**src/rtl/csp_pkg.sv**
```systemverilog
// Purpose: shared constants and types of the clocked serial output path
// Assumes: 32-bit Avalon-MM register bus, byte addresses, one word per register
// Notes:   offsets are byte addresses; field positions refer to bit numbers
package csp_pkg;

  localparam int unsigned BITS_PER_XFER = 8;
  localparam int unsigned ADDR_W        = 5;

  localparam logic [ADDR_W-1:0] OFS_CTRL    = 5'h00;
  localparam logic [ADDR_W-1:0] OFS_CLKSEL  = 5'h04;
  localparam logic [ADDR_W-1:0] OFS_TXBUF   = 5'h08;
  localparam logic [ADDR_W-1:0] OFS_SHIFT   = 5'h0C;
  localparam logic [ADDR_W-1:0] OFS_IRQ_ST  = 5'h10;
  localparam logic [ADDR_W-1:0] OFS_IRQ_MSK = 5'h14;
  localparam logic [ADDR_W-1:0] OFS_PIN     = 5'h18;

  // control register fields
  localparam int unsigned POS_ENABLE = 7;
  localparam int unsigned POS_TRMD   = 6;
  localparam int unsigned POS_DIR    = 4;
  localparam int unsigned POS_BUSY   = 0;
  // clock selection register fields
  localparam int unsigned POS_CKP    = 4;
  localparam int unsigned POS_DAP    = 3;
  // interrupt status and mask field
  localparam int unsigned POS_DONE   = 0;
  // pin register fields
  localparam int unsigned POS_PIN_DIR   = 0;
  localparam int unsigned POS_PIN_LATCH = 1;

  localparam logic [7:0] RST_TXBUF     = 8'h00;
  localparam logic [7:0] RST_SHIFT     = 8'h00;
  localparam logic       RST_PIN_DIR   = 1'b1;
  localparam logic       RST_PIN_LATCH = 1'b0;
  localparam logic       RST_MASK      = 1'b0;
  localparam logic [3:0] LAST_BIT_IDX  = 4'h7;

  typedef struct packed {
    logic enable;
    logic trmd;
    logic dir;
    logic ckp;
    logic dap;
  } csp_cfg_s;

  localparam csp_cfg_s RST_CFG = '{enable: 1'b0, trmd: 1'b0, dir: 1'b0, ckp: 1'b0, dap: 1'b0};

  typedef enum logic [1:0] {
    ST_IDLE       = 2'b00,
    ST_WAIT_FIRST = 2'b01,
    ST_SHIFT      = 2'b10
  } csp_state_e;

endpackage

```
**src/rtl/csp_sync.sv**
```systemverilog
// Purpose: two-flop synchroniser for pins that arrive from outside the clock domain
// Assumes: each bit is an independent level
// Notes:   the first flop feeds only the second
module csp_sync #(
  parameter int unsigned WIDTH = 2
) (
  input  wire logic             i_mclk,
  input  wire logic             i_rst_n,
  input  wire logic [WIDTH-1:0] i_d,
  output logic      [WIDTH-1:0] o_q
);

  logic [WIDTH-1:0] meta;

  always_ff @(posedge i_mclk or negedge i_rst_n)
  begin
    if (!i_rst_n)
    begin
      meta <= '0;
      o_q  <= '0;
    end
    else
    begin
      meta <= i_d;
      o_q  <= meta;
    end
  end

endmodule

```
**src/rtl/csp_top.sv**
```systemverilog
// Purpose: data-output path of an 8-bit three-wire clocked serial interface
// Assumes: serial clock comes from the partner and is much slower than i_mclk
// Notes:   serial clock and serial input are sampled, edges found on i_mclk

// What this block does
// - four timing types from polarity and phase bits: 00, 01, 10, 11
// - a started transfer sends the transmit buffer out, first bit first
// - phase 0: first bit goes buffer to output latch on the output edge
// - phase 0: next opposite edge loads buffer into shifter, shifts, captures input
// - phase 0: later bits go shifter to output latch on each output edge
// - phase 1: first bit latched at the buffer write or shifter read strobe
// - phase 1: next capture edge loads buffer into shifter, shifts, captures input
// - phase 1: later bits go shifter to output latch on each following output edge
// - after a finished transfer the output keeps the last bit
// - disabled in receive-only mode the output is low, also after reset
// - disabled, transmit mode, phase 0: output shows its latch, which is low
// - disabled, transmit mode, phase 1: output shows buffer bit 7 or bit 0
// - disabled, writing mode, phase or order bits changes the output at once
// - pin level comes from pin direction, pin latch and serial output
// - 8-bit transfers set busy at start, done flag and clear busy after bit 8
// - transmit mode starts on buffer write, receive-only on shifter read
// - clearing enable stops and clears busy flag and shifter
module csp_top
  import csp_pkg::*;
#(
  parameter int unsigned DATA_W = BITS_PER_XFER
) (
  input  wire logic              i_mclk,
  input  wire logic              i_rst_n,
  input  wire logic [ADDR_W-1:0] i_avs_address,
  input  wire logic              i_avs_read,
  input  wire logic              i_avs_write,
  input  wire logic [31:0]       i_avs_writedata,
  input  wire logic [3:0]        i_avs_byteenable,
  output logic      [31:0]       o_avs_readdata,
  output logic                   o_avs_waitrequest,
  input  wire logic              i_serial_clock_line,
  input  wire logic              i_serial_in_line,
  output logic                   o_serial_out_line,
  output logic                   o_serial_out_oe,
  output logic                   o_irq
);

  if (DATA_W != BITS_PER_XFER)
  begin : g_width_check
    $error("csp_top: only 8-bit transfers are supported");
  end

  logic [1:0]  pins_s;
  logic        sck_s;
  logic        si_s;

  csp_sync #(
    .WIDTH (2)
  ) u_sync (
    .i_mclk  (i_mclk),
    .i_rst_n (i_rst_n),
    .i_d     ({i_serial_clock_line, i_serial_in_line}),
    .o_q     (pins_s)
  );

  assign sck_s = pins_s[1];
  assign si_s  = pins_s[0];

  csp_cfg_s   cfg;
  csp_cfg_s   next_cfg;
  csp_state_e state;
  csp_state_e next_state;
  logic [3:0] cnt;
  logic [3:0] next_cnt;
  logic [7:0] transmit_buffer;
  logic [7:0] next_transmit_buffer;
  logic [7:0] shift_register;
  logic [7:0] next_shift_register;
  logic       so_latch;
  logic       next_so_latch;
  logic       done_st;
  logic       next_done_st;
  logic       done_mask;
  logic       next_done_mask;
  logic       pin_direction_setting;
  logic       next_pin_direction_setting;
  logic       pin_output_latch;
  logic       next_pin_output_latch;
  logic       ack;
  logic       next_ack;
  logic [31:0] rdata;
  logic [31:0] next_rdata;
  logic       sck_d;
  logic       next_sck_d;

  logic       req;
  logic       wr_acc;
  logic       rd_acc;
  logic       sck_rise;
  logic       sck_fall;
  logic       cap_edge;
  logic       out_edge;
  logic       start;
  logic       busy;
  logic [7:0] cap_word;
  logic       serial_out_value;

  // first bit of a byte in the selected order
  function automatic logic first_bit(input logic [7:0] d, input logic dir);
    first_bit = dir ? d[0] : d[7];
  endfunction

  // byte after one shift with the received bit entering at the tail
  function automatic logic [7:0] shift_in(input logic [7:0] d, input logic dir, input logic b);
    shift_in = dir ? {b, d[7:1]} : {d[6:0], b};
  endfunction

  assign req               = i_avs_read | i_avs_write;
  // one wait cycle per access so read data can come from a flop
  assign o_avs_waitrequest = req & ~ack;
  assign wr_acc            = i_avs_write & ack;
  assign rd_acc            = i_avs_read & ack;
  assign o_avs_readdata    = rdata;
  assign busy              = (state != ST_IDLE);

  assign sck_rise = sck_s & ~sck_d;
  assign sck_fall = ~sck_s & sck_d;
  // capture edge is rising for types 1 and 4, falling for types 2 and 3
  assign cap_edge = (cfg.ckp ^ cfg.dap) ? sck_fall : sck_rise;
  assign out_edge = (cfg.ckp ^ cfg.dap) ? sck_rise : sck_fall;

  always_comb
  begin
    start = 1'b0;
    if (cfg.enable && !busy)
    begin
      if (cfg.trmd)
      begin
        start = wr_acc && (i_avs_address == OFS_TXBUF);
      end
      else
      begin
        start = rd_acc && (i_avs_address == OFS_SHIFT);
      end
    end
  end

  always_comb
  begin
    next_ack                   = req & ~ack;
    next_rdata                 = rdata;
    next_cfg                   = cfg;
    next_transmit_buffer       = transmit_buffer;
    next_done_mask             = done_mask;
    next_pin_direction_setting = pin_direction_setting;
    next_pin_output_latch      = pin_output_latch;
    next_done_st               = done_st;
    next_state                 = state;
    next_cnt                   = cnt;
    next_shift_register        = shift_register;
    next_so_latch              = so_latch;
    next_sck_d                 = sck_s;
    cap_word                   = '0;

    if (i_avs_read && !ack)
    begin
      case (i_avs_address)
        OFS_CTRL:
        begin
          next_rdata                = '0;
          next_rdata[POS_ENABLE]    = cfg.enable;
          next_rdata[POS_TRMD]      = cfg.trmd;
          next_rdata[POS_DIR]       = cfg.dir;
          next_rdata[POS_BUSY]      = busy;
        end
        OFS_CLKSEL:
        begin
          next_rdata                = '0;
          next_rdata[POS_CKP]       = cfg.ckp;
          next_rdata[POS_DAP]       = cfg.dap;
        end
        OFS_TXBUF:   next_rdata = {24'h000000, transmit_buffer};
        OFS_SHIFT:   next_rdata = {24'h000000, shift_register};
        OFS_IRQ_ST:  next_rdata = {31'h00000000, done_st};
        OFS_IRQ_MSK: next_rdata = {31'h00000000, done_mask};
        OFS_PIN:
        begin
          next_rdata                = '0;
          next_rdata[POS_PIN_DIR]   = pin_direction_setting;
          next_rdata[POS_PIN_LATCH] = pin_output_latch;
        end
        default:     next_rdata = '0;
      endcase
    end

    if (wr_acc && i_avs_byteenable[0])
    begin
      case (i_avs_address)
        OFS_CTRL:
        begin
          next_cfg.enable = i_avs_writedata[POS_ENABLE];
          next_cfg.trmd   = i_avs_writedata[POS_TRMD];
          next_cfg.dir    = i_avs_writedata[POS_DIR];
        end
        OFS_CLKSEL:
        begin
          next_cfg.ckp    = i_avs_writedata[POS_CKP];
          next_cfg.dap    = i_avs_writedata[POS_DAP];
        end
        OFS_TXBUF:   next_transmit_buffer = i_avs_writedata[7:0];
        OFS_IRQ_ST:
        begin
          if (i_avs_writedata[POS_DONE])
          begin
            next_done_st = 1'b0;
          end
        end
        OFS_IRQ_MSK: next_done_mask = i_avs_writedata[POS_DONE];
        OFS_PIN:
        begin
          next_pin_direction_setting = i_avs_writedata[POS_PIN_DIR];
          next_pin_output_latch      = i_avs_writedata[POS_PIN_LATCH];
        end
        default:
        begin
        end
      endcase
    end

    case (state)
      ST_IDLE:
      begin
        if (start)
        begin
          next_cnt = '0;
          if (cfg.dap)
          begin
            // strobe ends at this edge; buffer value may be the one being written
            next_so_latch = first_bit(next_transmit_buffer, cfg.dir);
            next_state    = ST_SHIFT;
          end
          else
          begin
            next_state    = ST_WAIT_FIRST;
          end
        end
      end
      ST_WAIT_FIRST:
      begin
        if (out_edge)
        begin
          next_so_latch = first_bit(transmit_buffer, cfg.dir);
          next_state    = ST_SHIFT;
        end
      end
      ST_SHIFT:
      begin
        if (cap_edge)
        begin
          // first capture loads the buffer and shifts in the same step
          cap_word            = (cnt == 4'h0) ? transmit_buffer : shift_register;
          next_shift_register = shift_in(cap_word, cfg.dir, si_s);
          next_cnt            = cnt + 4'h1;
          if (cnt == LAST_BIT_IDX)
          begin
            // output latch is left alone so the last bit stays on the line
            next_state   = ST_IDLE;
            next_done_st = 1'b1;
          end
        end
        else if (out_edge && (cnt != 4'h0))
        begin
          next_so_latch = first_bit(shift_register, cfg.dir);
        end
      end
      default:
      begin
        next_state = ST_IDLE;
      end
    endcase

    // done set above overrides a clear written in the same cycle
    if (!cfg.enable)
    begin
      next_state          = ST_IDLE;
      next_cnt            = '0;
      next_shift_register = '0;
      next_so_latch       = 1'b0;
    end
  end

  always_ff @(posedge i_mclk or negedge i_rst_n)
  begin
    if (!i_rst_n)
    begin
      ack                   <= 1'b0;
      rdata                 <= '0;
      cfg                   <= RST_CFG;
      transmit_buffer       <= RST_TXBUF;
      shift_register        <= RST_SHIFT;
      done_st               <= 1'b0;
      done_mask             <= RST_MASK;
      pin_direction_setting <= RST_PIN_DIR;
      pin_output_latch      <= RST_PIN_LATCH;
      state                 <= ST_IDLE;
      cnt                   <= '0;
      so_latch              <= 1'b0;
      sck_d                 <= 1'b0;
    end
    else
    begin
      ack                   <= next_ack;
      rdata                 <= next_rdata;
      cfg                   <= next_cfg;
      transmit_buffer       <= next_transmit_buffer;
      shift_register        <= next_shift_register;
      done_st               <= next_done_st;
      done_mask             <= next_done_mask;
      pin_direction_setting <= next_pin_direction_setting;
      pin_output_latch      <= next_pin_output_latch;
      state                 <= next_state;
      cnt                   <= next_cnt;
      so_latch              <= next_so_latch;
      sck_d                 <= next_sck_d;
    end
  end

  // output selector is combinational so config writes show at once
  always_comb
  begin
    if (cfg.enable)
    begin
      serial_out_value = so_latch;
    end
    else if (!cfg.trmd)
    begin
      serial_out_value = 1'b0;
    end
    else if (!cfg.dap)
    begin
      serial_out_value = so_latch;
    end
    else
    begin
      serial_out_value = first_bit(transmit_buffer, cfg.dir);
    end
  end

  // the port latch must be low for the serial value to pass to the pin
  assign o_serial_out_line = serial_out_value | pin_output_latch;
  assign o_serial_out_oe   = ~pin_direction_setting;
  assign o_irq             = done_st & done_mask;

endmodule

```
**config.mk**
```make
export PLATFORM = sky130hd
export DESIGN_NAME = csp_top
export DESIGN_NICKNAME = d
export VERILOG_FILES = /design/src/rtl/csp_pkg.sv /design/src/rtl/csp_sync.sv /design/src/rtl/csp_top.sv
export SDC_FILE = /design/constraint.sdc
export NUM_CORES = 1
export LEC_CHECK = 0
export BUFFER_PORTS_ARGS = -buffer_cell sky130_fd_sc_hd__buf_2
export CORE_MARGIN = 2
export CORE_UTILIZATION = 33
export DETAILED_ROUTE_END_ITERATION = 10
export PLACE_DENSITY = 0.53
export SLEW_MARGIN = 30
export SYNTH_ARGS = -nofsm -noshare
export SYNTH_HDL_FRONTEND = slang
export SYNTH_SLANG_ARGS = --single-unit
```
**constraint.sdc**
```tcl
create_clock -name i_mclk -period 2.9 [get_ports i_mclk]
set_input_delay 0.435 -clock i_mclk [delete_from_list [all_inputs] [get_ports i_mclk]]
set_output_delay 0.435 -clock i_mclk [all_outputs]
set_load 0.05 [all_outputs]
```
== Word-level counts from Yosys, hierarchy flattened ==
Cells that the tools add are included.

* $add $sub $neg: 1
* Equal/unequal tests: 20
* Multiplexer cells: 42
* Bitwise operators: 13
* Reductions and logical operators: 22

{| class="wikitable"
|+ Operator list
! kind !! number
|-
| 8-bit two-way mux || 7
|-
| 8-bit one-hot mux with 7 select lines || 1
|-
| 1-bit two-way mux || 22
|-
| 3-bit inequality test (second input constant) || 7
|-
| 5-bit == test (second input constant) || 3
|-
| 2-bit two-way mux || 6
|-
| 4-bit two-way mux || 3
|-
| 2-bit AND reduction || 6
|-
| 5-bit by 4-bit == test with 1-bit output (second input constant) || 2
|-
| 4-bit one-hot mux with 2 select lines || 1
|-
| 1-bit bitwise AND || 6
|-
| 1-bit logical AND || 6
|-
| 2-bit one-hot mux with 3 select lines || 1
|-
| 6-bit AND reduction || 1
|-
| 5-bit by 3-bit == test with 1-bit output (second input constant) || 1
|-
| 5-bit zero test || 1
|-
| 4-bit by 1-bit adder with 4-bit output (second input constant) || 1
|-
| 4-bit by 3-bit == test with 1-bit output (second input constant) || 1
|-
| 4-bit zero test || 1
|-
| 2-bit by 1-bit inequality test with 1-bit output (second input constant) || 2
|-
| 4-bit by 1-bit inequality test with 1-bit output (second input constant) || 1
|-
| 1-bit inverter || 4
|-
| 4-bit AND reduction || 1
|-
| 4-bit nonzero test || 1
|-
| other kinds (10) || 12
|}

* Register bits: 70
* Output and inout bits: 36
* Word-level logic and storage cells: 118

== Longest topological paths before layout ==
Gate-level depths: netlist of run 1.

* Depth in word-level cells: 8
* Depth in mapped cells: 8
* Mapped depth without buffers: 7

== Cells and area by module ==
A second synthesis of run 1 with hierarchy kept.

* Cell total of the unflattened synthesis: 261
* Area total of the unflattened synthesis: 2742.6 um2

{| class="wikitable"
|+ By module, submodules not included
! module !! times used !! cells an instance !! area an instance (um2)
|-
| csp_top || 1 || 257 || 2642.5
|-
| csp_sync || 1 || 4 || 100.1
|}

== Worst setup path before layout of run 1 ==
No wires, ideal clock.

* Path kind: input port to flip-flop
* Start point: input port i_avs_address[4]
* End point: register so_latch
* Arrival: 2.066 ns
* Required time: 2.766 ns
* Slack: 0.700 ns
* Stages on the path: 6
* Path through: buf_6 -> or4b_4 -> nor3_4 -> mux2_4 -> o311ai_1 -> mux2i_1

* Cells in the longest elaborated chain, start to end: 8

{| class="wikitable"
|+ Ends and longest elaborated chain
! what !! RTL line !! source
|-
| start: declaration || csp_top.sv:30 || <nowiki>input wire logic [ADDR_W-1:0] i_avs_address,</nowiki>
|-
| 5-bit by 4-bit == test with 1-bit output || csp_top.sv:194 || <nowiki>case (i_avs_address)</nowiki>
|-
| 8-bit two-way mux || csp_top.sv:194 ||
|-
| 8-bit two-way mux || csp_top.sv:192 || <nowiki>if (wr_acc && i_avs_byteenable[0])</nowiki>
|-
| named net next_transmit_buffer[0] || csp_top.sv:72 || <nowiki>logic [7:0] next_transmit_buffer;</nowiki>
|-
| 1-bit two-way mux || csp_top.sv:106 || <nowiki>first_bit = dir ? d[0] : d[7];</nowiki>
|-
| 1-bit two-way mux || csp_top.sv:232 || <nowiki>if (cfg.dap)</nowiki>
|-
| 1-bit two-way mux || csp_top.sv:229 || <nowiki>if (start)</nowiki>
|-
| 1-bit one-hot mux with 3 select lines || csp_top.sv:226 || <nowiki>case (state)</nowiki>
|-
| 1-bit two-way mux || csp_top.sv:279 || <nowiki>if (!cfg.enable)</nowiki>
|-
| end signal: assignment || csp_top.sv:319 || <nowiki>so_latch <= next_so_latch;</nowiki>
|-
| end: declaration || csp_top.sv:75 || <nowiki>logic so_latch;</nowiki>
|}

The timed path passes the listed nets, and every way through them passes these cells. The select of a mux whose other input is x is not followed.
A chain may end at the register's enable or synchronous reset.

== Final worst setup path of run 1 ==
* Start point: register cfg[2] in the netlist's numbering
* End point: output port o_serial_out_line

* Cells in the longest elaborated chain, start to end: 5

{| class="wikitable"
|+ Ends and longest elaborated chain
! what !! RTL line !! source
|-
| start: declaration || csp_top.sv:65 || <nowiki>csp_cfg_s cfg;</nowiki>
|-
| start signal: assignment || csp_top.sv:310 || <nowiki>cfg <= next_cfg;</nowiki>
|-
| 1-bit two-way mux || csp_top.sv:106 ||
|-
| 1-bit two-way mux || csp_top.sv:335 || <nowiki>else if (!cfg.dap)</nowiki>
|-
| 1-bit two-way mux || csp_top.sv:331 || <nowiki>else if (!cfg.trmd)</nowiki>
|-
| 1-bit two-way mux || csp_top.sv:327 || <nowiki>if (cfg.enable)</nowiki>
|-
| 1-bit bitwise OR || csp_top.sv:346 || <nowiki>assign o_serial_out_line = serial_out_value | pin_output_latch;</nowiki>
|-
| end: declaration || csp_top.sv:39 || <nowiki>output logic o_serial_out_line,</nowiki>
|}

No other way between the ends.

==> results of run 1 <==
report_power, final:
group          switching [mW]  internal (mW)  total, mW
registers              0.0320          0.668      0.700
logic                   0.191         0.0814      0.272
clock network           0.233          0.259      0.492
total                   0.456           1.01       1.46
worst paths after layout:
path,from,to,slack (ps)
max,cfg[2],o_serial_out_line,430
min,i_rst_n,u_sync.meta[1],120
max reg2reg,cfg[0],shift_register[3],690
min reg2reg,u_sync.meta[1],u_sync.o_q[1],350
max in group asynchronous,i_rst_n,transmit_buffer[5],2380
min in group i_mclk,i_serial_in_line,u_sync.meta[0],230
worst register-to-register path, cell delays in order, from the launching register on:
cell     delay, ps
dfrtp_1        400
xor2_1         410
mux2i_1        410
nor2b_1        640
a32o_1         280
synthesized netlist by cell type (4+ instances only):
library cell,instances,area [um2]
mux2i_1,19,190.2
nor3_1,5,25.02
nor3b_1,4,30.03
buf_4,24,180.2
nand3_1,10,50.05
a22o_1,4,35.03
inv_1,12,45.04
nand2_1,29,108.9
a32o_1,7,70.07
mux2_2,21,236.5
nor2_1,10,37.54
clkbuf_1,9,33.78
o21ai_0,10,50.05
dfrtp_1,45,1126
ha_1,5,62.56
state kept, by name (all words and copies together) (netlist names), 2 cells and up:
signal           count
state                2
shift_register       8
u_sync.o_q           2
o_avs_readdata       8
cfg                  5
cnt                  4
u_sync.meta          2
transmit_buffer      8
per-stage QoR:
stage	hold WS (ps)	instances	instance area, um2	worst slack, ps
floorplan	139.4	285	2805	700.0
global placement	333.2	388	2880	489.4
detailed placement	336.4	388	2883	489.4
CTS	149.3	396	2995	439.9
global route	169.3	396	2995	233.8
finish	124.1	396	2995	430.7
layer usage:
metal | wire, um | vias to the layer above
met4 | 82 | 0
met5 | 0 | -
met3 | 240 | 7
li1 | - | 949
met2 | 2759 | 56
met1 | 2903 | 940
layout make-up:
cell class                      count  area (um2)  share of cell area [%]
Clock buffer                        5       68.82                   2.297
Multi-Input combinational cell    191        1374                   45.86
Inverter                           12       45.04                   1.504
Timing Repair Buffer               34       180.2                   6.015
Sequential cell                    46        1152                   38.47
Tap cell                          105       131.4                   4.386
Clock inverter                      3       43.79                   1.462
cells by family (layout without fill, tap and decap cells):
group,count (synthesis),count (layout),share of synthesized area [%]
AND/OR/NAND/NOR,77,77,14.77
buffers and inverters,48,54,10.26
flip-flops,46,46,42.38
multiplexers,43,43,18.04
AO/OA/AOI/OAI,41,41,11.78
adder cells (fa/ha/maj),5,5,2.301
other,1,24,0.1379
XOR/XNOR,1,1,0.3222
==> impl_results.md, run 1 <==
* EDFF count, synth at 0
* WS Path Type: reg -> out
* F_max at 405.0 MHz
* WP depth at 6
* Status: finished, final reports clean
* Wirelength per Cell at 15.11 um
* Die height at around 95 um
* Total power draw at approximately 1.5 mW
* WL final at approximately 6000 um
* Core area at just over 8000 um2
* Clock transition at the registers of the reported paths at about 90 ps
* Crit share post-route at 85.15%
* Die area at about 9000 um2
* Clock Latency Late Sink at 310 ps
* Ys flop type: dfrtp_1
* Crit-path cells: mux2i_1 > nor2_1 > nand2_1 > o21ai_0 > a221o_1 > buf_2
* TritonCTS clock tree: yes
* Worst endpoint data arrival time at between 2000 and 2500 ps
* DR vias at 1952
* Cells after Synth at ~260
* FF+latch count, synth at 46
* Most used routing layer: met2
* Vias in the first global route at roughly 1800
* Max incr delay on CP at 680 ps
* Ant diodes at 0
* Drt drc at 0
* GR Util met1 at 19.67%
* Post-CTS setup buffers at 0
* I/O pin cnt at between 80 and 90
* Router iterations before antenna repair at 4
* Final setup violation count at 0
* Global Route met2 Usage at ~22%
* PD cells at 488.9 nW/um2
* R2R depth at 4
* Met3 GRT Util at around 1.9%
* P_leak at between 1 and 1.5 nW
* Port-buffer cells at 31
* H-tree depth at 2
* Max stage delay cell, worst path: dfrtp_1
* Avg Cell Area, Syn at slightly above 10 um2
* CP Launch Type: flip-flop
* CTS resizes at 0
* Worst slew margin at a little over half
* Final hold violation count at 0
* Critical Path Sink Type: output port
* Worst-case clock buffer depth at 2
* Max cap viols at 0
* Final net count at 342
* Setup Skew at 9.965 ps
* Clk root buf: clkbuf_8
* Gpl congestion at 0.7481
* Chip width at between 90 and 100 um
* Number of hold buffers added after CTS at 0
* CP delay by family, top: flip-flops
* Inserted Clock Buffers at 5
* Vias per inst at around 5
* Library cells used by synthesis at approximately 50
* CP bufs+invs at 1
* Num rows at 33
* Unrepaired setup endpoints after global routing: false
* Setup total negative slack at 0 ps
* VDD IR max at slightly below 200 uV
* Clock sinks at between 40 and 50
* Worst Path Max Fanout at 17
* Fillers at roughly 840
* Antenna viol nets, final at 0
* Layout cells sized above 1 at about a quarter
* Crit path time final at 2469 ps
* Largest net degree at the start of global routing at 47
* Final core utilization at 37.01%
* Detailed router's first-iteration violation count at between 60 and 70
* Overall global routing resource usage at between 10% and 20%
* First-pass GRT wire length at about 9600 um
* Area Growth Syn to Fin at 10.17%
* Ys Warns at 0
* Mapped Area at 2719 um2
* Final Max Slew Viols at 0
* Most common cell after layout, fill and taps aside: dfrtp_1
* Register area share after synthesis at around 42%
* GRT Residual Overflow at 0
* Hold crit path type: in -> async
* Initial core utilization at between 30% and 40%
* Post-DP HPWL at between 4000 and 5000 um
* Worst endpoint required time at around 2500 ps
* Asr flop ratio synth at 100.0%
* Actual slew at the worst max-slew pin at just over 700 ps
* Initial antenna violation count at 0
* Most frequent cells in the layout: dfrtp_1 (45), buf_2 (30), nand2_1 (29), conb_1 (24), mux2_2 (21)
No activity file was read; power rests on OpenSTA's default activity.
==> inputs of run 2 (changes only) <==
Settings changed: CELL_PAD_IN_SITES_DETAIL_PLACEMENT from default to 1, CELL_PAD_IN_SITES_GLOBAL_PLACEMENT from default to 2, PLACE_DENSITY 0.53 to 0.81.
==> impl_results.md, run 2 (synthesized netlist as in run 1, its figures left out) <==
* Overall global routing resource usage at 14.93% (+0.95 points)
* Clock Latency Late Sink at 300 ps (about the same)
* F_max at 449.5 MHz (+11%)
* Total power draw at 1.450 mW (-1.0%)
* Ant diodes at 0 (unchanged)
* P_leak at 1.469 nW (-0.48%)
* WS Path Type: reg -> out
* Most common cell after layout, fill and taps aside: dfrtp_1
* Crit path time final at 2225 ps (-244.7 ps)
* Max incr delay on CP at 700 ps (+20 ps)
* CTS resizes at 0 (unchanged)
* Worst endpoint data arrival time at 1790 ps (-240 ps)
* Post-CTS setup buffers at 0 (unchanged)
* TritonCTS clock tree: yes
* Num rows at 33 (unchanged)
* Layout cells sized above 1 at 24.74% (-0.34 points)
* Max cap viols at 0 (unchanged)
* Die height at 94.77 um (unchanged)
* Actual slew at the worst max-slew pin at 650.7 ps (-67.68 ps)
* R2R depth at 4 (unchanged)
* Core area at 8093 um2 (unchanged)
* Critical Path Sink Type: output port
* Worst slew margin at 56.53% (+4.5 points)
* Port-buffer cells at 31 (unchanged)
* WP depth at 5 (-1)
* Unrepaired setup endpoints after global routing: false
* Final hold violation count at 0 (unchanged)
* Wirelength per Cell at 15.67 um (+3.7%)
* Max stage delay cell, worst path: dfrtp_1
* Number of hold buffers added after CTS at 0 (unchanged)
* Vias in the first global route at 1970 (+7.1%)
* Router iterations before antenna repair at 4 (unchanged)
* Drt drc at 0 (unchanged)
* Met3 GRT Util at 1.995% (+0.080 points)
* Initial core utilization at 33.60% (unchanged)
* Antenna viol nets, final at 0 (unchanged)
* GR Util met1 at 20.53% (+0.86 points)
* Global Route met2 Usage at 24.41% (+2.2 points)
* Inserted Clock Buffers at 5 (unchanged)
* Largest net degree at the start of global routing at 47 (unchanged)
* I/O pin cnt at 83 (unchanged)
* First-pass GRT wire length at 10270 um (+6.5%)
* VDD IR max at 169.2 uV (-12%)
* Status: finished, final reports clean
* Most used routing layer: met2
* H-tree depth at 2 (unchanged)
* Clk root buf: clkbuf_8
* Clock sinks at 46 (unchanged)
* Die area at 8981 um2 (unchanged)
* Setup Skew at 7.956 ps (-2.009 ps)
* Worst endpoint required time at 2470 ps (about the same)
* Clock transition at the registers of the reported paths at 80 ps (about the same)
* Final setup violation count at 0 (unchanged)
* Final net count at 342 (unchanged)
* Post-DP HPWL at 4740 um (+5.9%)
* Fillers at 965 (+14%)
* CP bufs+invs at 1 (unchanged)
* Crit-path cells: nor2_1 > nand2_1 > o21ai_0 > a221o_1 > buf_2
* Chip width at 94.77 um (unchanged)
* Worst Path Max Fanout at 17 (unchanged)
* CP Launch Type: flip-flop
* DR vias at 1971 (+0.97%)
* Most frequent cells in the layout: dfrtp_1 (45), buf_2 (30), nand2_1 (29), conb_1 (24), mux2_2 (21)
* Worst-case clock buffer depth at 2 (unchanged)
* Vias per inst at 4.977 (+0.97%)
* Hold crit path type: in -> async
* Gpl congestion at 0.7775 (+3.9%)
* Crit share post-route at 76.71% (-8.4 points)
* Setup total negative slack at 0 ps (unchanged)
* WL final at 6205 um (+3.7%)
* Final Max Slew Viols at 0 (unchanged)
* Detailed router's first-iteration violation count at 59 (-9.2%)
* Initial antenna violation count at 0 (unchanged)
* GRT Residual Overflow at 0 (unchanged)
* PD cells at 484.4 nW/um2 (-0.91%)
* Area Growth Syn to Fin at 10.08% (about the same)
* Reg2reg setup slack at 690 ps (about the same)
* CP delay by family, top: flip-flops
run 2: cell types whose count changed in the layout (fill, tap and decap cells not counted):
cell / previous run / this run
clkbuf_1: 0 / 1
clkinv_2: 1 / 0
inv_6: 1 / 0
clkinvlp_4: 0 / 1
run 2: power breakdown:
group | total, mW | internal [mW] | leakage, nW | switching [mW]
logic | 0.273 | 0.0814 | 0.797 | 0.192
registers | 0.700 | 0.668 | 0.621 | 0.0312
clock network | 0.477 | 0.257 | 0.0514 | 0.220
total | 1.45 | 1.01 | 1.47 | 0.443
run 2: final timing paths:
| kind | startpoint | to |
|---|---|---|
| min reg2reg | u_sync.meta[0] | u_sync.o_q[0] |
| max in group asynchronous | i_rst_n | cnt[2] |
| max | cfg[4] | o_serial_out_line |
| min | i_rst_n | sck_d |
| max reg2reg | cfg[0] | shift_register[2] |
| min in group i_mclk | i_serial_in_line | u_sync.meta[0] |
run 2: through the flow:
step	util (%)	setup slack, ps	instances	area, um2	hold slack [ps]
2_1_floorplan	-	700.0	285	2805	139.4
3_3_place_gp	35.59	519.8	388	2880	333.3
3_5_place_dp	35.62	494.4	388	2883	336.4
4_1_cts	36.98	653.5	396	2993	153.3
5_1_grt	36.98	510.3	396	2993	179.4
6_report	36.98	675.4	396	2993	134.9
run 2: per-layer routing:
| layer | up-vias | wire length [um] | share of wire (%) |
|---|---|---|---|
| li1 | 946 | - | - |
| met1 | 971 | 2922 | 47 |
| met2 | 48 | 2923 | 47 |
| met3 | 6 | 268 | 4.3 |
| met4 | 0 | 90 | 1.5 |
| met5 | - | 0 | 0 |
run 2: layout make-up:
class	instances	area (um2)	share of cell area, %
clock buffer	6	72.57	2.425
clock inverter	2	37.54	1.254
inverter	12	45.04	1.505
multi-input combinational	191	1374	45.90
sequential	46	1152	38.50
tap	105	131.4	4.390
timing repair buffer	34	180.2	6.020
